==> config.mk <==
export PLATFORM = sky130hd
export DESIGN_NAME = tenbase_t_ctrl_selftest_regs
export DESIGN_NICKNAME = d
export VERILOG_FILES = /design/src/pkg/tenbase_regs_pkg.sv /design/src/hw/polarity_latch.sv /design/src/hw/nibble_err_counter.sv /design/src/hw/tenbase_t_ctrl_selftest_regs.sv
export SDC_FILE = /design/constraint.sdc
export NUM_CORES = 1
export LEC_CHECK = 0
export BUFFER_PORTS_ARGS = -buffer_cell sky130_fd_sc_hd__buf_2
export CORE_MARGIN = 5
export CORE_UTILIZATION = 30
export DETAILED_ROUTE_END_ITERATION = 10
export GPL_TIMING_DRIVEN = 0
export MAX_ROUTING_LAYER = met4
export SYNTH_ARGS = -nofsm -noshare
export SYNTH_HDL_FRONTEND = slang
export SYNTH_SLANG_ARGS = --single-unit
==> constraint.sdc <==
create_clock -name clk -period 2.6 [get_ports clk]
set_clock_uncertainty 0.15 [all_clocks]
set_input_delay 0.26 -clock clk [delete_from_list [all_inputs] [get_ports clk]]
set_output_delay 0.26 -clock clk [all_outputs]
set_load 0.01 [all_outputs]
==> src/pkg/tenbase_regs_pkg.sv <==
// Constants for the 10BASE-T control/status and driver test/self-test register bank.
// Assumes a plain management port with a five-bit register address.
// Behaviour
// - Bit 7 of the control/status register holds link pulse suppression, reset zero, writable.
// - Suppression bit one stops normal link pulses; zero sends them as usual.
// - Bit 6 forces a good 10 Mb link report; zero restores normal evaluation.
// - Bit 4 is a read-only latched-high copy of the status polarity flag.
// - Reading control/status clears both polarity copies; status register reads do not.
// - Bit 1 disables heartbeat when one; acts only in half-duplex 10 Mb.
// - At 100 Mb or full duplex heartbeat stays off, disable bit ignored.
// - Bit 0 disables jabber when one; acts only in 10BASE-T operation.
// - Extension bits 15:8 count errored self-test nibbles, read-only, reset zero.
// - The nibble error count clears whenever packet self-test restarts.
// - The nibble error count saturates at its maximum instead of wrapping.
// - Extension bit 5 makes packet self-test send pseudo-random data without gaps.
// - Extension bit 4 enables the 10 Mb driver test pattern, reset zero.
// - With pattern enabled, two select bits choose one of four test patterns.
package tenbase_regs_pkg;
	localparam int ADDR_W = 5;
	localparam int DATA_W = 16;
	localparam int CNT_W = 8;
	localparam logic [4:0] OFF_CTRL_STATUS = 5'h1A;
	localparam logic [4:0] OFF_DRV_TEST = 5'h1B;
	localparam logic [4:0] OFF_IRQ_STATUS = 5'h1E;
	localparam logic [4:0] OFF_IRQ_MASK = 5'h1F;
	// Control/status field positions.
	localparam int B_PULSE_SUPPRESS = 7;
	localparam int B_FORCE_LINK = 6;
	localparam int B_RSVD5 = 5;
	localparam int B_POLARITY = 4;
	localparam int B_RSVD3 = 3;
	localparam int B_RSVD2 = 2;
	localparam int B_SQE_OFF = 1;
	localparam int B_GUARD_OFF = 0;
	// Extension field positions.
	localparam int B_CNT_LO = 8;
	localparam int B_CONT = 5;
	localparam int B_PAT_EN = 4;
	localparam int B_PAT_GAP = 2;
	localparam int B_SEL_LO = 0;
	// Writable masks and reset values.
	localparam logic [15:0] CTRL_RW_MASK = 16'h00EF;
	localparam logic [15:0] CTRL_RESET = 16'h0004;
	localparam logic [15:0] DRV_RW_MASK = 16'h00F7;
	localparam logic [15:0] DRV_RESET = 16'h0000;
	// Interrupt event bits.
	localparam int EV_POLARITY = 0;
	localparam int EV_SATURATE = 1;
	localparam int EV_W = 2;
	localparam logic [1:0] IRQ_MASK_RESET = 2'h0;
	localparam logic [7:0] CNT_MAX = 8'hFF;
	localparam logic [7:0] CNT_ZERO = 8'h00;
	typedef enum logic [1:0] {
		PAT_DATA_EOP0 = 2'h0,
		PAT_DATA_EOP1 = 2'h1,
		PAT_LINK_PULSES = 2'h2,
		PAT_MANCHESTER_ONES = 2'h3
	} pattern_e;
endpackage

==> src/hw/polarity_latch.sv <==
// Latched-high capture of the inverted-polarity indication.
// Assumes the clear pulse comes from a read of the control/status register.
`timescale 1ns/100ps
module polarity_latch
(
	input wire logic clk,
	input wire logic rst,
	input wire logic inverted,
	input wire logic clear,
	output logic latched
);
	// A new detection in the clearing cycle survives the clear.
	always_ff @(posedge clk or posedge rst)
	begin
		if (rst)
			latched <= 1'b0;
		else if (inverted)
			latched <= 1'b1;
		else if (clear)
			latched <= 1'b0;
	end
endmodule // polarity_latch

==> src/hw/nibble_err_counter.sv <==
// Saturating counter of errored self-test nibbles.
// Assumes error and restart are one-cycle pulses in the clock domain.
`timescale 1ns/100ps
module nibble_err_counter
(
	input wire logic clk,
	input wire logic rst,
	input wire logic restart,
	input wire logic nibble_err,
	output logic [tenbase_regs_pkg::CNT_W-1:0] count,
	output logic saturate_pulse
);
	import tenbase_regs_pkg::*;
	logic [CNT_W-1:0] next_count;
	wire at_max = (count == CNT_MAX);
	// Restart wins over a counted error; the count holds at its top value.
	assign next_count = restart ? CNT_ZERO
		: (nibble_err && !at_max) ? count + 8'h01 : count;
	assign saturate_pulse = nibble_err && !restart && (count == CNT_MAX - 8'h01);
	// Counter storage.
	always_ff @(posedge clk or posedge rst)
	begin
		if (rst)
			count <= CNT_ZERO;
		else
			count <= next_count;
	end
endmodule // nibble_err_counter

==> src/hw/tenbase_t_ctrl_selftest_regs.sv <==
// Register bank for 10BASE-T control/status and the driver test/self-test extension.
// Assumes one-cycle read and write strobes, never together, with read data a cycle later.
//
// The strobed register port was chosen for this implementation.
`timescale 1ns/100ps
module tenbase_t_ctrl_selftest_regs
	import tenbase_regs_pkg::*;
(
	input wire logic clk,
	input wire logic rst,
	input wire logic [tenbase_regs_pkg::ADDR_W-1:0] addr,
	input wire logic [tenbase_regs_pkg::DATA_W-1:0] wdata,
	input wire logic wr,
	input wire logic rd,
	output logic [tenbase_regs_pkg::DATA_W-1:0] rdata,
	input wire logic pol_inverted,
	input wire logic speed_100,
	input wire logic full_duplex,
	input wire logic selftest_restart,
	input wire logic selftest_nibble_err,
	output logic phy_status_polarity,
	output logic normal_pulse_suppress,
	output logic link_pulse_enable,
	output logic force_link_good,
	output logic sqe_test_enable,
	output logic long_tx_guard_enable,
	output logic selftest_continuous,
	output logic driver_pattern_enable,
	output logic [1:0] driver_pattern_select,
	output logic driver_pattern_gap_long,
	output logic irq
);
	import tenbase_regs_pkg::*;

	// Address match used by every decode below.
	function automatic logic hit(input logic [ADDR_W-1:0] a, input logic [ADDR_W-1:0] off);
		hit = (a == off);
	endfunction

	logic [DATA_W-1:0] ctrl;
	logic [DATA_W-1:0] drv;
	logic [EV_W-1:0] irq_status;
	logic [EV_W-1:0] irq_mask;
	logic [EV_W-1:0] next_irq_status;
	logic [DATA_W-1:0] next_rdata;
	logic pol_latched;
	logic [CNT_W-1:0] err_count;
	logic sat_pulse;
	logic pol_prev;

	// Named decodes of the register port.
	wire sel_ctrl = hit(addr, OFF_CTRL_STATUS);
	wire sel_drv = hit(addr, OFF_DRV_TEST);
	wire sel_ist = hit(addr, OFF_IRQ_STATUS);
	wire sel_imask = hit(addr, OFF_IRQ_MASK);
	wire wr_ctrl = wr && sel_ctrl;
	wire wr_drv = wr && sel_drv;
	wire wr_ist = wr && sel_ist;
	wire wr_imask = wr && sel_imask;
	wire rd_ctrl = rd && sel_ctrl;
	wire ten_mb = !speed_100;
	wire half_10 = ten_mb && !full_duplex;

	// Polarity flag shared by this register and the PHY status register.
	polarity_latch u_pol
	(
		.clk(clk),
		.rst(rst),
		.inverted(pol_inverted),
		.clear(rd_ctrl),
		.latched(pol_latched)
	);

	// Self-test nibble error counter.
	nibble_err_counter u_cnt
	(
		.clk(clk),
		.rst(rst),
		.restart(selftest_restart),
		.nibble_err(selftest_nibble_err),
		.count(err_count),
		.saturate_pulse(sat_pulse)
	);

	// Writable bits only; read-only positions keep their reset zero.
	always_ff @(posedge clk or posedge rst)
	begin
		if (rst)
		begin
			ctrl <= CTRL_RESET;
			drv <= DRV_RESET;
		end
		else
		begin
			if (wr_ctrl)
				ctrl <= wdata & CTRL_RW_MASK;
			if (wr_drv)
				drv <= wdata & DRV_RW_MASK;
		end
	end

	// Read mux: live fields, unmapped addresses read zero.
	always_comb
	begin
		next_rdata = 16'h0000;
		if (sel_ctrl)
		begin
			next_rdata = ctrl;
			next_rdata[B_POLARITY] = pol_latched;
		end
		else if (sel_drv)
		begin
			next_rdata = drv;
			next_rdata[B_CNT_LO +: CNT_W] = err_count;
		end
		else if (sel_ist)
			next_rdata = {14'h0000, irq_status};
		else if (sel_imask)
			next_rdata = {14'h0000, irq_mask};
	end

	// Read data stand only in the cycle after the read strobe.
	always_ff @(posedge clk or posedge rst)
	begin
		if (rst)
			rdata <= 16'h0000;
		else if (rd)
			rdata <= next_rdata;
		else
			rdata <= 16'h0000;
	end

	// Events: new polarity inversion and counter reaching its top; set beats clear.
	assign next_irq_status = (irq_status & ~(wr_ist ? wdata[EV_W-1:0] : 2'h0))
		| {sat_pulse, pol_inverted && !pol_prev};
	always_ff @(posedge clk or posedge rst)
	begin
		if (rst)
		begin
			irq_status <= 2'h0;
			irq_mask <= IRQ_MASK_RESET;
			pol_prev <= 1'b0;
		end
		else
		begin
			irq_status <= next_irq_status;
			pol_prev <= pol_inverted;
			if (wr_imask)
				irq_mask <= wdata[EV_W-1:0];
		end
	end
	assign irq = |(irq_status & irq_mask);

	// Control outputs steered by the stored fields.
	assign phy_status_polarity = pol_latched;
	assign normal_pulse_suppress = ctrl[B_PULSE_SUPPRESS];
	assign link_pulse_enable = !ctrl[B_PULSE_SUPPRESS];
	assign force_link_good = ctrl[B_FORCE_LINK];
	assign sqe_test_enable = half_10 && !ctrl[B_SQE_OFF];
	assign long_tx_guard_enable = ten_mb && !ctrl[B_GUARD_OFF];
	assign selftest_continuous = drv[B_CONT];
	assign driver_pattern_enable = drv[B_PAT_EN];
	assign driver_pattern_select = drv[B_SEL_LO +: 2];
	assign driver_pattern_gap_long = drv[B_PAT_GAP];
endmodule // tenbase_t_ctrl_selftest_regs

==> impl_metrics.tcl <==
set metrics [dict create \
    synth_top_area_share_pct 54.5 \
    grt_pass1_wl_um 7210 \
    area_delta_synth_final_pct 24.3 \
    dr.pass1.iters 4 \
    postSynth.asyncResetShare_pct 100 \
    drv_cap 0 \
    synthTopCellsByCount "43 x dfrtp_1, 17 x mux2_2" \
    yosys.cell_types.count 39 \
    synth-seq-area-share_pct 55.8 \
    start_kind "flip-flop" \
    synth_top_area_cell "dfrtp_1" \
    syn_inst 154 \
    fp.dieH_um 91.1 \
    overflow 0 \
    drive_gt1_share_pct 42.0 \
    synth-seq-cells 44 \
    finalSetupTns_ns 0 \
    cts_tree "done" \
    status "completed" \
    io_buffers 47 \
    cp_max_fo 7 \
    core_um2 6390 \
    yosysWarnings 0 \
    critPathKind "reg -> reg" \
    cts_made_buffers 5 \
    synth_area_per_cell_um2 12.8 \
    layout_min_cycle_time_ns 1.79 \
    dieArea_um2 8300 \
    end_kind "flip-flop" \
    synth_area_um2 1970 \
    synth_area_leaders "dfrtp_1 54%, mux2_2 9.7%, a22o_1 3.1%" \
    synth_most_common_cell "dfrtp_1" \
    grt_usage_pct 11.1 \
    cts_sinks 44 \
    drc_errors 0 \
    core.rowCount 29 \
    dpl.hpwl_um 3130 \
    vias 1378 \
    placed_cells 279 \
    grt_max_degree 26 \
    grt_pass1_vias 1488 \
    clk_pin_slew_ns 0.08 \
    wl_um 4180 \
    clk_latency_ns 0.29 \
    h-tree-depth 2 \
    hold_viol 0 \
    rsz0062_at_grt "false" \
    initial_core_util_pct 30.9 \
    yosys_most_used_dff "dfrtp_1" \
    post-route-period-util_pct 68.7 \
    finalPower_mw 1.49 \
    clockBufferDepth 2 \
    leakage_nw 1.22 \
    vias_per_cell 4.77 \
    postLayoutCoreUtil_pct 38.4 \
    setup_viol 0 \
    drt-initial-drc-count 43 \
    synth_fp_nets 186 \
    post_cts_resized 0 \
    whs_ns 0.0462 \
    gp_congestion 0.850 \
    critical_path_required_ns 2.63 \
    synth-edff-count 0 \
    ios 58 \
    die_w_um 91.1 \
    cp.arrival_ns 1.82 \
    min_path_type "in -> reg" \
    powerDensity_nw_per_um2 607 \
    wire_per_inst_um 14.5 \
    antenna_found_initial 0 \
    final_cells 289 \
    ir_drop_uv 331 \
    antenna_left 0 \
    diodes 0 \
    nets 243 \
    tightest_slew_ns 0.444 \
    cts-root-buf "clkbuf_8" \
    slew_headroom_pct 70.4 \
    maxSlewViolCount 0 \
    max_freq_mhz 560 \
]
layer usage:
layer / vias up / wire length [um] / GRT usage, % / part of all wire (%)
li1: 669 / - / - / -
met1: 669 / 1770 / 12.8 / 42
met2: 33 / 2140 / 18.5 / 51
met3: 7 / 209 / 3.14 / 5.0
met4: 0 / 66 / 4.03 / 1.6
met5: - / 0 / - / 0
path summary, 6_finish.rpt:
check,slack (ns),end,startpoint,cells past startpoint
worst max-delay path,0.81,u_cnt.count[3],u_cnt.count[0],4
worst min-delay path,0.05,drv[4],wdata[4],2
worst max register to register,0.81,u_cnt.count[3],u_cnt.count[0],4
worst min register to register,0.34,rdata[3],ctrl[3],1
max in group asynchronous,1.38,ctrl[2],rst,4
min in group asynchronous,0.35,rdata[8],rst,3
registers in the layout (all words and copies together), names as in the netlist:
signal and count:
rdata 16, u_cnt.count 8, ctrl 7, drv 7, irq_mask 2, irq_status 2
pol_prev 1, u_pol.latched 1
area by class of cell:
class / count / area [um2]
fill: 649 / 3930
sequential: 44 / 1100
multi-input combinational: 97 / 806
timing repair buffer: 50 / 275
tap: 77 / 96.3
clock buffer: 6 / 72.6
buffer: 7 / 43.8
clock inverter: 2 / 35.0
inverter: 6 / 22.5
per-stage QoR:
stage | cell area [um2] | worst slack (ns)
2_1_floorplan | 1970 | 0.970
3_3_place_gp | 2310 | 0.537
3_5_place_dp | 2330 | 0.830
4_1_cts | 2450 | 0.821
5_1_grt | 2450 | 0.699
6_report | 2450 | 0.813
worst max-delay path: stages, from the launching register on:
cell and delay (ns):
dfrtp_1 0.44, ha_1 0.30, and3_1 0.23, a21oi_1 0.20, mux2_2 0.36
where the power goes:
part | switching [mW] | total (mW) | internal (mW)
clock | 0.226 | 0.511 | 0.285
sequential | 0.0395 | 0.780 | 0.741
combinational | 0.0928 | 0.198 | 0.105
layout by cell type, fill, tap and decap left out, drive strengths merged, types with 3 or more instances in the layout:
cell type | Yosys | routed
buf | 6 | 54
dfrtp | 43 | 43
mux2 | 19 | 19
nor2 | 10 | 10
nand3 | 7 | 7
and2 | 7 | 7
a22o | 7 | 7
clkbuf | 1 | 7
inv | 6 | 6
and4 | 4 | 4
nor2b | 4 | 4
a21oi | 3 | 3
a211oi | 3 | 3
nand4 | 3 | 3
nor3b | 3 | 3
nor3 | 3 | 3
and3 | 3 | 3
timing repair:
| item | 4_1_cts | 5_1_grt |
|---|---|---|
| setup buffers | 0 | 0 |
| hold buffers | 2 | 0 |
| endpoints found under the hold margin | 20 | 0 |
logic make-up after synthesis:
group | Yosys count | synth area share, %
AO/OA/AOI/OAI | 24 | 9.25
flip-flops | 44 | 55.8
multiplexers | 21 | 12.2
buffers and inverters | 13 | 3.36
AND/OR/NAND/NOR | 50 | 18.1
adder cells (fa/ha/maj) | 2 | 1.27
(Power assumes the default switching activity.)
